### src/nand_host_cfg.svh
`ifndef NAND_HOST_CFG_SVH
`define NAND_HOST_CFG_SVH
// Register offsets (byte addresses)
`define OFS_CTRL 8'h00
`define OFS_ADDR 8'h04
`define OFS_WDATA 8'h08
`define OFS_STAT 8'h0c
`define OFS_RDATA 8'h10
`define OFS_COL 8'h14
// Control register fields
`define CTRL_OP_LSB 0
`define CTRL_GO_BIT 4
`define CTRL_WP_BIT 8
`define CTRL_CE_BIT 9
// Status register fields
`define STAT_BUSY_BIT 0
`define STAT_RB_BIT 1
`define STAT_RVALID_BIT 2
`define STAT_WREQ_BIT 3
`define STAT_DONE_BIT 4
// Opcodes
`define OPC_READ 8'h00
`define OPC_READ_CONF 8'h30
`define OPC_RDO 8'h05
`define OPC_RDO_CONF 8'he0
`define OPC_STATUS 8'h70
`define OPC_RESET 8'hff
`define OPC_PROG 8'h80
`define OPC_PROG_CONF 8'h10
`define OPC_ERASE 8'h60
`define OPC_ERASE_CONF 8'hd0
// Strobe phase timing: 16 ns half period at 125 MHz
`define STROBE_NS 16
`define CLK_NS 8
`define STROBE_CYC ((`STROBE_NS + `CLK_NS - 1) / `CLK_NS)
`endif

### src/nand_host_pkg.sv
package nand_host_pkg;
	typedef enum logic [2:0] {
		OP_NONE = 3'b000,
		OP_READ = 3'b001,
		OP_RDO = 3'b010,
		OP_STATUS = 3'b011,
		OP_RESET = 3'b100,
		OP_PROG = 3'b101,
		OP_ERASE = 3'b110
	} op_e;
	typedef struct packed {
		logic ce_n;
		logic cle;
		logic ale;
		logic we_n;
		logic re_n;
		logic wp_n;
	} nand_ctl_s;
	typedef struct packed {
		logic [7:0] dout;
		logic oe;
	} nand_io_s;
endpackage : nand_host_pkg

### src/nand_host.sv
// Operation
// - Command latched on write strobe rise with command qualifier held high.
// - Address latched on write strobe rise with address qualifier high.
// - Bits 12-17 pick page, bits 18-28 pick block.
// - Host drives unused address bits low in every address cycle.
// - Five address cycles: two column then three row, last holds bit 28.
// - Column-change commands stay inside the selected page.
// - Host never issues opcodes outside the defined set.
// - Page read is 00h, five address cycles, then 30h.
// - Reset FFh accepted while busy, aborts operation.
// - Column change is 05h, two column cycles, then E0h.
// - Status 70h accepted while busy; reads then return status.
//
// Chosen here: the AXI4-Lite register port and the register offsets.
`timescale 1ns/1ns
`include "nand_host_cfg.svh"
module nand_host
	import nand_host_pkg::*;
(
	input wire logic sys_clk, // System clock
	input wire logic rstn, // Synchronous reset, active low
	input wire logic [7:0] awaddr, // AXI write address
	input wire logic awvalid, // AXI write address valid
	output logic awready, // AXI write address ready
	input wire logic [31:0] wdata, // AXI write data
	input wire logic [3:0] wstrb, // AXI write strobes
	input wire logic wvalid, // AXI write data valid
	output logic wready, // AXI write data ready
	output logic [1:0] bresp, // AXI write response
	output logic bvalid, // AXI write response valid
	input wire logic bready, // AXI write response ready
	input wire logic [7:0] araddr, // AXI read address
	input wire logic arvalid, // AXI read address valid
	output logic arready, // AXI read address ready
	output logic [31:0] rdata, // AXI read data
	output logic [1:0] rresp, // AXI read response
	output logic rvalid, // AXI read data valid
	input wire logic rready, // AXI read data ready
	output nand_ctl_s nand_ctl, // Flash control pins
	output logic [7:0] shared_io_bus_o, // Flash I/O drive value
	output logic shared_io_bus_oe, // Flash I/O drive enable
	input wire logic [7:0] shared_io_bus_i, // Flash I/O sampled value
	input wire logic ready_busy_n // Flash ready/busy, low busy
);
	typedef enum logic [3:0] {
		S_IDLE = 4'b0000,
		S_CMD1 = 4'b0001,
		S_ADDR = 4'b0010,
		S_WDAT = 4'b0011,
		S_CMD2 = 4'b0100,
		S_WAIT = 4'b0101,
		S_RDAT = 4'b0110,
		S_STAT = 4'b0111
	} st_e;
	localparam logic [3:0] STROBE_CYC = 4'(`STROBE_CYC);

	st_e st_reg;
	op_e op_reg;
	logic [28:0] addr_reg;
	logic wstb_reg;
	logic wreq_reg;
	logic [7:0] rbyte_reg;
	logic rvalid_reg;
	logic done_reg;
	logic wp_reg;
	logic ce_reg;
	logic [11:0] col_reg;
	logic [2:0] acnt_reg;
	logic [2:0] alast_reg;
	logic [3:0] tcnt_reg;
	logic phase_reg;
	logic [7:0] latch_reg;
	logic aw_hold, w_hold;
	logic [7:0] aw_addr_reg;
	logic [31:0] w_data_reg;
	logic wr_fire, rd_fire, go_pulse, wdat_push, rdat_pop;
	logic tick;
	logic [7:0] addr_byte;
	logic start;
	op_e go_op;
	// AXI write channel capture, either order
	always_ff @(posedge sys_clk) begin
		if (!rstn) begin
			awready <= 1'b1;
			wready <= 1'b1;
			aw_hold <= 1'b0;
			w_hold <= 1'b0;
			aw_addr_reg <= 8'h00;
			w_data_reg <= 32'h0;
			bvalid <= 1'b0;
			bresp <= 2'b00;
		end else begin
			if (awvalid && awready) begin
				aw_hold <= 1'b1;
				awready <= 1'b0;
				aw_addr_reg <= awaddr;
			end
			if (wvalid && wready) begin
				w_hold <= 1'b1;
				wready <= 1'b0;
				w_data_reg <= wdata;
			end
			if (wr_fire) begin
				aw_hold <= 1'b0;
				w_hold <= 1'b0;
				bvalid <= 1'b1;
				bresp <= (aw_addr_reg == `OFS_CTRL || aw_addr_reg == `OFS_ADDR ||
					aw_addr_reg == `OFS_WDATA) ? 2'b00 : 2'b10;
			end
			if (bvalid && bready) begin
				bvalid <= 1'b0;
				awready <= 1'b1;
				wready <= 1'b1;
			end
		end
	end
	assign wr_fire = aw_hold && w_hold && !bvalid;
	assign go_pulse = wr_fire && aw_addr_reg == `OFS_CTRL && w_data_reg[`CTRL_GO_BIT] && (&wstrb);
	assign wdat_push = wr_fire && aw_addr_reg == `OFS_WDATA;
	assign go_op = op_e'(w_data_reg[2:0]);
	// busy gate, only reset or status while busy
	assign start = go_pulse && (st_reg == S_IDLE || st_reg == S_WAIT || st_reg == S_RDAT || st_reg == S_STAT) &&
		(go_op == OP_RESET || go_op == OP_STATUS || (ready_busy_n && st_reg != S_WAIT));
	// Control and address registers written by software
	always_ff @(posedge sys_clk) begin
		if (!rstn) begin
			wp_reg <= 1'b0;
			ce_reg <= 1'b0;
			addr_reg <= 29'h0;
		end else if (wr_fire && aw_addr_reg == `OFS_CTRL) begin
			wp_reg <= w_data_reg[`CTRL_WP_BIT];
			ce_reg <= w_data_reg[`CTRL_CE_BIT];
		end else if (wr_fire && aw_addr_reg == `OFS_ADDR) begin
			addr_reg <= w_data_reg[28:0];
		end
	end
	// AXI read channel
	always_ff @(posedge sys_clk) begin
		if (!rstn) begin
			arready <= 1'b1;
			rvalid <= 1'b0;
			rdata <= 32'h0;
			rresp <= 2'b00;
		end else if (arvalid && arready) begin
			arready <= 1'b0;
			rvalid <= 1'b1;
			rresp <= 2'b00;
			unique case (araddr)
				`OFS_CTRL: rdata <= {22'h0, ce_reg, wp_reg, 5'h0, op_reg};
				`OFS_ADDR: rdata <= {3'h0, addr_reg};
				`OFS_STAT: rdata <= {27'h0, done_reg, wreq_reg, rvalid_reg, ready_busy_n, st_reg != S_IDLE};
				`OFS_RDATA: rdata <= {24'h0, rbyte_reg};
				`OFS_COL: rdata <= {20'h0, col_reg};
				default: begin
					rdata <= 32'h0;
					rresp <= 2'b10;
				end
			endcase
		end else if (rvalid && rready) begin
			rvalid <= 1'b0;
			arready <= 1'b1;
		end
	end
	assign rd_fire = arvalid && arready;
	assign rdat_pop = rd_fire && araddr == `OFS_RDATA;
	// Strobe phase timer, restarted at each launch and each data strobe
	always_ff @(posedge sys_clk) begin
		if (!rstn || st_reg == S_IDLE || start || (st_reg == S_WDAT && !wstb_reg)) begin
			tcnt_reg <= 4'h0;
		end else if (tick) begin
			tcnt_reg <= 4'h0;
		end else begin
			tcnt_reg <= tcnt_reg + 4'h1;
		end
	end
	assign tick = (tcnt_reg == STROBE_CYC - 4'h1);
	// Address byte selection per cycle, unused bits held low
	// row layout
	always_comb begin
		unique case (acnt_reg)
			3'd0: addr_byte = addr_reg[7:0];
			3'd1: addr_byte = {4'h0, addr_reg[11:8]};
			3'd2: addr_byte = addr_reg[19:12];
			3'd3: addr_byte = addr_reg[27:20];
			default: addr_byte = {7'h00, addr_reg[28]};
		endcase
	end

	// Sequencer: each bus cycle is a low phase then a high phase
	always_ff @(posedge sys_clk) begin
		if (!rstn) begin
			st_reg <= S_IDLE;
			op_reg <= OP_NONE;
			phase_reg <= 1'b0;
			acnt_reg <= 3'd0;
			alast_reg <= 3'd0;
			latch_reg <= 8'h00;
			done_reg <= 1'b0;
			wstb_reg <= 1'b0;
		end else if (start) begin
			phase_reg <= 1'b0;
			op_reg <= go_op;
			done_reg <= 1'b0;
			st_reg <= S_CMD1;
			unique case (go_op)
				OP_READ: latch_reg <= `OPC_READ;
				OP_RDO: latch_reg <= `OPC_RDO;
				OP_STATUS: latch_reg <= `OPC_STATUS;
				OP_PROG: latch_reg <= `OPC_PROG;
				OP_ERASE: latch_reg <= `OPC_ERASE;
				default: latch_reg <= `OPC_RESET;
			endcase
			acnt_reg <= (go_op == OP_ERASE) ? 3'd2 : 3'd0;
			alast_reg <= (go_op == OP_RDO) ? 3'd1 : 3'd4;
		end else begin
			unique case (st_reg)
				S_CMD1, S_ADDR, S_CMD2: if (tick) begin
					phase_reg <= !phase_reg;
					if (phase_reg) begin
						if (st_reg == S_CMD1 && (op_reg == OP_RESET)) begin
							st_reg <= S_WAIT;
						end else if (st_reg == S_CMD1 && op_reg == OP_STATUS) begin
							st_reg <= S_STAT;
						end else if (st_reg == S_CMD1) begin
							st_reg <= S_ADDR;
						end else if (st_reg == S_ADDR && acnt_reg != alast_reg) begin
							acnt_reg <= acnt_reg + 3'd1;
						end else if (st_reg == S_ADDR && op_reg == OP_PROG) begin
							st_reg <= S_WDAT;
						end else if (st_reg == S_ADDR) begin
							st_reg <= S_CMD2;
							unique case (op_reg)
								OP_READ: latch_reg <= `OPC_READ_CONF;
								OP_RDO: latch_reg <= `OPC_RDO_CONF;
								default: latch_reg <= `OPC_ERASE_CONF;
							endcase
						end else begin
							st_reg <= (op_reg == OP_RDO) ? S_RDAT : S_WAIT;
						end
					end
				end
				S_WDAT: if (wstb_reg && tick) begin
					phase_reg <= !phase_reg;
					wstb_reg <= !phase_reg;
				end else if (!wstb_reg && wdat_push) begin
					latch_reg <= w_data_reg[7:0];
					wstb_reg <= 1'b1;
				end else if (!wstb_reg && go_pulse) begin
					latch_reg <= `OPC_PROG_CONF;
					st_reg <= S_CMD2;
				end
				S_WAIT: if (tick && ready_busy_n) begin
					st_reg <= (op_reg == OP_READ) ? S_RDAT : S_IDLE;
					done_reg <= 1'b1;
				end
				S_RDAT, S_STAT: if (go_pulse) st_reg <= S_IDLE;
				default: st_reg <= S_IDLE;
			endcase
		end
	end
	// Read strobe cycles on software demand, column tracked
	// byte per strobe
	always_ff @(posedge sys_clk) begin
		if (!rstn) begin
			rbyte_reg <= 8'h00;
			rvalid_reg <= 1'b0;
			col_reg <= 12'h0;
			wreq_reg <= 1'b0;
		end else begin
			if (st_reg == S_CMD2) begin
				col_reg <= addr_reg[11:0];
			end
			if ((st_reg == S_RDAT || st_reg == S_STAT) && tick && !rvalid_reg && !nand_ctl.re_n && !start) begin
				rbyte_reg <= shared_io_bus_i;
				rvalid_reg <= 1'b1;
				col_reg <= col_reg + 12'h1;
			end else if (rdat_pop || start) begin
				rvalid_reg <= 1'b0;
			end
			wreq_reg <= (st_reg == S_WDAT && !wstb_reg);
		end
	end

	// Pin drive from flip-flops
	// command qualifier
	always_ff @(posedge sys_clk) begin
		if (!rstn) begin
			nand_ctl <= '{ce_n: 1'b1, cle: 1'b0, ale: 1'b0, we_n: 1'b1, re_n: 1'b1, wp_n: 1'b0};
			shared_io_bus_o <= 8'h00;
			shared_io_bus_oe <= 1'b0;
		end else begin
			nand_ctl.wp_n <= wp_reg;
			nand_ctl.ce_n <= !(ce_reg || st_reg != S_IDLE);
			nand_ctl.cle <= (st_reg == S_CMD1 || st_reg == S_CMD2);
			nand_ctl.ale <= (st_reg == S_ADDR);
			nand_ctl.we_n <= !((st_reg == S_CMD1 || st_reg == S_CMD2 || st_reg == S_ADDR ||
				(st_reg == S_WDAT && wstb_reg)) && !phase_reg);
			nand_ctl.re_n <= !((st_reg == S_RDAT || st_reg == S_STAT) && !rvalid_reg);
			shared_io_bus_oe <= (st_reg == S_CMD1 || st_reg == S_CMD2 || st_reg == S_ADDR || (st_reg == S_WDAT && wstb_reg));
			shared_io_bus_o <= (st_reg == S_ADDR) ? addr_byte : latch_reg;
		end
	end
endmodule : nand_host

### config.mk
export PLATFORM = sky130hd
export DESIGN_NAME = nand_host
export DESIGN_NICKNAME = d
export VERILOG_FILES = /design/src/nand_host_pkg.sv /design/src/nand_host.sv
export VERILOG_INCLUDE_DIRS = /design/src
export SDC_FILE = /design/constraint.sdc
export NUM_CORES = 1
export LEC_CHECK = 0
export ABC_AREA = 1
export BUFFER_PORTS_ARGS = -buffer_cell sky130_fd_sc_hd__clkbuf_2
export CAP_MARGIN = 0
export CORE_AREA = 2 2 119 121
export DETAILED_ROUTE_END_ITERATION = 8
export DIE_AREA = 0 0 121 123
export PLACE_DENSITY_LB_ADDON = 0.25
export SLEW_MARGIN = 5
export SYNTH_ARGS = -nofsm -noshare
export SYNTH_HDL_FRONTEND = slang
export SYNTH_SLANG_ARGS = --single-unit
### constraint.sdc
create_clock -name sys_clk -period 2.2 [get_ports sys_clk]
set_input_delay 0.44 -clock sys_clk [delete_from_list [all_inputs] [get_ports sys_clk]]
set_output_delay 0.44 -clock sys_clk [all_outputs]
set_load 0.02 [all_outputs]
==> impl_table.tex <==
\begin{tabular}{lr}
\hline
Metric & Value \\
\hline
\multicolumn{2}{l}{\textbf{Outcome}} \\
\quad Status & completed \\
\multicolumn{2}{l}{\textbf{Clocking}} \\
\quad Root Buffer Master & sky130\_fd\_sc\_hd\_\_clkbuf\_16 \\
\quad Latest clock arrival within the worst-skew pair & 0.43 ns \\
\quad Reg clk slew, reported paths & 0.06 ns \\
\quad Clock tree from TritonCTS & done \\
\quad Number of H-tree branching levels & 4 \\
\quad Maximum number of buffers from clock root to sink & 2 \\
\quad Cts bufs inserted & 17 \\
\quad Total clock sinks & 169 \\
\multicolumn{2}{l}{\textbf{Pwr}} \\
\quad Power density over the cells & 902 mW/mm² \\
\quad Static leakage & 3.71 nW \\
\quad Peak ir drop on the vdd network & 0.542 mV \\
\multicolumn{2}{l}{\textbf{Global routing}} \\
\quad Total global routing track utilization & 25.5\% \\
\quad Vias in the first global route & 6,181 \\
\quad Remaining Overflow, GRT & 0 \\
\quad Initial antenna violation count & 0 \\
\quad Maximum number of pins on one net before global-route repair & 113 \\
\quad Global-route wire length before repair & 29,900 µm \\
\multicolumn{2}{l}{\textbf{Setup path}} \\
\quad Crit path capture type & flop \\
\quad Reg-to-reg startpoint & w\_data\_reg[4]\$\_SDFFE\_PN0P\_ \\
\quad Critical path class & reg2reg \\
\quad Crit-path max FO & 17 \\
\quad Cells along the critical path & nand2\_1, nor2\_1, nand3\_4, nor2\_8, inv\_2, nand2\_1, nand3\_2, nor2\_1, nor2\_1 \\
\quad Arrival time at the worst endpoint & 2.34 ns \\
\quad Critical path's largest stage delay & 0.43 ns \\
\quad Setup slack on the worst flop-to-flop path & 0.18 ns \\
\quad Highest-delay cell along the critical path & sky130\_fd\_sc\_hd\_\_dfxtp\_1 \\
\quad Worst R2R Path Depth & 9 \\
\quad Reg2Reg Capture Point & latch\_reg[2]\$\_SDFFE\_PN0P\_ \\
\quad Kind of cell adding the most delay to the critical path & simple AND/OR/NAND/NOR gates \\
\quad Sort of element at the start of the critical path & flop \\
\quad Crit path required time & 2.52 ns \\
\quad Source of the critical timing path & w\_data\_reg[4]\$\_SDFFE\_PN0P\_ \\
\quad Cell type with the highest occurrence count on the critical path & sky130\_fd\_sc\_hd\_\_nor2\_1 \\
\quad Buffering stage count on the worst path with inverters included & 1 \\
\multicolumn{2}{l}{\textbf{Placed design}} \\
\quad Post-Place Cells & 1,306 \\
\quad Final HPWL from detailed placement & 13,400 µm \\
\quad Quantity of I/O buffers inserted on ports & 115 \\
\quad Final weighted congestion of routability-driven global placement & 0.928 \\
\quad Worst setup slack before clock tree synthesis & 0.133 ns \\
\multicolumn{2}{l}{\textbf{Logic synthesis}} \\
\quad Post-synthesis average cell area & 7.15 µm² \\
\quad Fraction of the yosys area taken by sequential cells & 45.3\% \\
\quad Gate Count Post-Synth & 1,044 \\
\quad Combinational family with the most area after synthesis & simple AND/OR/NAND/NOR gates \\
\quad Top cell type by total area after synthesis & sky130\_fd\_sc\_hd\_\_dfxtp\_1 \\
\quad Post-synthesis sequential element count & 169 \\
\quad Fraction of synthesized cell area taken by the top area cell type & 45.3\% \\
\quad Synth unique cells & 38 \\
\quad Summed instance area of the synthesized netlist & 0.00747 mm² \\
\quad Top cells by area, synth & sky130\_fd\_sc\_hd\_\_dfxtp\_1 (45\%), sky130\_fd\_sc\_hd\_\_o21ai\_0 (9.6\%), sky130\_fd\_sc\_hd\_\_nand2\_1 (8.8\%), sky130\_fd\_sc\_hd\_\_nor2\_1 (7.5\%), sky130\_fd\_sc\_hd\_\_a21oi\_1 (7.4\%) \\
\quad Adder and majority cell fraction of the synthesized area & 1.34\% \\
\quad Leading register cell type out of synthesis & sky130\_fd\_sc\_hd\_\_dfxtp\_1 \\
\quad Synthesized-area fraction occupied by ao, oa, aoi and oai cells & 20.8\% \\
\quad Share of flip-flops with an asynchronous set or reset after synthesis & 0\% \\
\quad Post-synthesis xor/xnor area fraction & 1.06\% \\
\quad Multiplexer area fraction after synthesis & 0\% \\
\quad Number of synthesized flops with an enable pin & 0 \\
\quad Simple-Gate Fraction of Synth Area & 22.2\% \\
\quad Warning count from the yosys run & 0 \\
\multicolumn{2}{l}{\textbf{Timing}} \\
\quad Worst Skew & 0.0125 ns \\
\quad Max-slew violation count & 0 \\
\quad TNS Setup & 0 ns \\
\quad Post-route setup slack & 0.182 ns \\
\quad Number of hold-slack violations in the final timing report & 0 \\
\quad Final Setup Violations & 0 \\
\quad Worst slew pin tran & 0.527 ns \\
\quad Post-route clock period utilization & 91.7\% \\
\quad Achievable clock frequency & 0.495 GHz \\
\quad Worst slew margin relative to its limit & 64.8\% \\
\quad RSZ-0062 raised after global routing & false \\
\quad Shortest clock period the worst path allows after layout & 2.02 ns \\
\multicolumn{2}{l}{\textbf{Floorplanning}} \\
\quad DIE AREA & 0.0149 mm² \\
\quad Cell Rows & 43 \\
\quad Vert. Die Dim & 123 µm \\
\quad Boundary pin count & 124 \\
\quad Die width & 121 µm \\
\quad CORE AREA & 0.0136 mm² \\
\quad Initial core utilization & 54.9\% \\
\multicolumn{2}{l}{\textbf{Drt}} \\
\quad Drt first-iter violations & 605 \\
\quad Number of vias per cell after detailed routing & 5.28 \\
\quad Total detailed-routing wirelength & 18,700 µm \\
\quad 1st-pass router iterations & 5 \\
\quad Via Count & 7,071 \\
\quad Number of nets with antenna violations after routing & 0 \\
\quad Drt wl/cell & 14.0 µm \\
\quad DRC viols & 0 \\
\multicolumn{2}{l}{\textbf{Finish}} \\
\quad Antenna fix cells & 0 \\
\quad Filler-free cell count of the finished design & 1,338 \\
\quad Fraction of final layout cells sized beyond drive strength 1 & 16.0\% \\
\quad FF+latch area & 0.00339 mm² \\
\quad Total area of multi-input combinational cells & 0.00341 mm² \\
\quad Area overhead of the layout relative to synthesis & 17.6\% \\
\quad Fill cell instance count of the final layout & 1,259 \\
\quad Nets & 1,221 \\
\multicolumn{2}{l}{\textbf{Job}} \\
\quad Max Cap Viol & 0 \\
\multicolumn{2}{l}{\textbf{Hold path}} \\
\quad Worst min-delay path category & in2reg \\
\quad Worst Hold Path EP & rbyte\_reg[6]\$\_SDFFE\_PN0N\_ \\
\quad Startpoint of the worst hold path & shared\_io\_bus\_i[6] \\
\quad Hold depth & 3 \\
\hline
\end{tabular}
[what timing repair did]
| item | 4_1_cts | 5_1_grt |
|---|---|---|
| hold endpoints to repair | 0 | 0 |
| hold buffers | 0 | 0 |
| gates resized for setup | 0 | 2 |
| endpoints found under the setup margin | 0 | 9 |
| buffers inserted | 0 | 0 |
[layout make-up]
class	instances	area share [%]
clock buffers	18	4.89
clock inverters	14	1.90
inverters	116	4.96
multi-input cells	710	38.8
flip-flops and latches	169	38.6
well taps	180	2.56
repair buffers	131	8.35
[worst reg2reg max path: stages, from the launching register on]
cell and delay (ns):
sky130_fd_sc_hd__dfxtp_1 0.43, sky130_fd_sc_hd__nand2_1 0.08, sky130_fd_sc_hd__nor2_1 0.22, sky130_fd_sc_hd__nand3_4 0.15
sky130_fd_sc_hd__nor2_8 0.31, sky130_fd_sc_hd__inv_2 0.21, sky130_fd_sc_hd__nand2_1 0.13, sky130_fd_sc_hd__nand3_2 0.17
sky130_fd_sc_hd__nor2_1 0.16, sky130_fd_sc_hd__nor2_1 0.06
[cell families after synthesis]
group | Yosys count
AO/OA/AOI/OAI | 297
XOR/XNOR | 9
adder cells (fa/ha/maj) | 8
buffers and inverters | 169
flip-flops | 169
other | 1
AND/OR/NAND/NOR | 391
[worst max path at each step]
stage / end / cells after the start
final: latch_reg[2]$_SDFFE_PN0P_ / 9
after global routing: latch_reg[1]$_SDFFE_PN0P_ / 9
after CTS: latch_reg[2]$_SDFFE_PN0P_ / 11
after detailed placement: latch_reg[2]$_SDFFE_PN0P_ / 10
after global placement: latch_reg[2]$_SDFFE_PN0P_ / 10
after floorplan: rbyte_reg[4]$_SDFFE_PN0N_ / 11
[stage by stage]
step           cell area, µm²  util, %  total power, W  hold slack, ns
2_1_floorplan            7480        -         0.00457           0.421
3_3_place_gp             8180     60.1         0.00497           0.446
3_5_place_dp             8180     60.1         0.00499           0.454
4_1_cts                  8780     64.5         0.00796           0.232
5_1_grt                  8780     64.5         0.00832           0.249
6_report                 8780     64.5         0.00792           0.244
[report_power, final]
group | internal (W) | total [W] | switching, W
registers | 0.00332 | 0.00348 | 0.000159
logic | 0.000491 | 0.00146 | 0.000966
clock network | 0.00170 | 0.00298 | 0.00128
total | 0.00552 | 0.00792 | 0.00240
[per-layer routing]
layer  global-route usage [%]  vias to the layer above  wire (µm)
li1                         -                     3597          -
met1                     35.0                     3157       8580
met2                     40.2                      292       8450
met3                     4.84                       25       1380
met4                     9.01                        0        287
met5                        0                        -          0
[Yosys cell counts, types with 2 or more instances]
library cell / n
sky130_fd_sc_hd__a21oi_1: 111
sky130_fd_sc_hd__buf_2: 8
sky130_fd_sc_hd__buf_4: 11
sky130_fd_sc_hd__clkbuf_1: 32
sky130_fd_sc_hd__clkinv_1: 2
sky130_fd_sc_hd__dfxtp_1: 169
sky130_fd_sc_hd__ha_1: 8
sky130_fd_sc_hd__inv_1: 109
sky130_fd_sc_hd__inv_2: 5
sky130_fd_sc_hd__nand2_1: 175
sky130_fd_sc_hd__nand3_1: 38
sky130_fd_sc_hd__nand3_2: 3
sky130_fd_sc_hd__nand4_1: 6
sky130_fd_sc_hd__nor2_1: 150
sky130_fd_sc_hd__nor2_2: 4
sky130_fd_sc_hd__nor2_4: 4
sky130_fd_sc_hd__nor2_8: 2
sky130_fd_sc_hd__nor3_1: 6
sky130_fd_sc_hd__o211ai_1: 4
sky130_fd_sc_hd__o21ai_0: 143
sky130_fd_sc_hd__o21ai_1: 8
sky130_fd_sc_hd__o221ai_1: 2
sky130_fd_sc_hd__o22ai_1: 21
sky130_fd_sc_hd__o31ai_1: 2
sky130_fd_sc_hd__xnor2_1: 2
sky130_fd_sc_hd__xor2_1: 7
[placed cells by master, fill, tap and decap left out, types with 2 or more instances in the layout]
master	synthesis	layout
sky130_fd_sc_hd__nand2_1	175	175
sky130_fd_sc_hd__dfxtp_1	169	167
sky130_fd_sc_hd__nor2_1	150	150
sky130_fd_sc_hd__o21ai_0	143	143
sky130_fd_sc_hd__clkbuf_2	0	115
sky130_fd_sc_hd__a21oi_1	111	111
sky130_fd_sc_hd__inv_1	109	109
sky130_fd_sc_hd__nand3_1	38	38
sky130_fd_sc_hd__o22ai_1	21	21
sky130_fd_sc_hd__clkbuf_16	0	17
sky130_fd_sc_hd__buf_4	11	13
sky130_fd_sc_hd__o21ai_1	8	8
sky130_fd_sc_hd__ha_1	8	8
sky130_fd_sc_hd__xor2_1	7	7
sky130_fd_sc_hd__nand4_1	6	6
sky130_fd_sc_hd__nor3_1	6	6
sky130_fd_sc_hd__inv_2	5	5
sky130_fd_sc_hd__conb_1	1	5
sky130_fd_sc_hd__nor2_2	4	4
sky130_fd_sc_hd__nor2_4	4	4
sky130_fd_sc_hd__o211ai_1	4	4
sky130_fd_sc_hd__clkinv_4	0	4
sky130_fd_sc_hd__nand3_2	3	3
sky130_fd_sc_hd__inv_6	0	3
sky130_fd_sc_hd__buf_12	0	3
sky130_fd_sc_hd__clkinv_1	2	2
sky130_fd_sc_hd__nor2_8	2	2
sky130_fd_sc_hd__xnor2_1	2	2
sky130_fd_sc_hd__o31ai_1	2	2
sky130_fd_sc_hd__o221ai_1	2	2
sky130_fd_sc_hd__clkinv_2	0	2
sky130_fd_sc_hd__bufinv_16	0	2
sky130_fd_sc_hd__dfxtp_2	0	2
(Power assumes the default switching activity.)
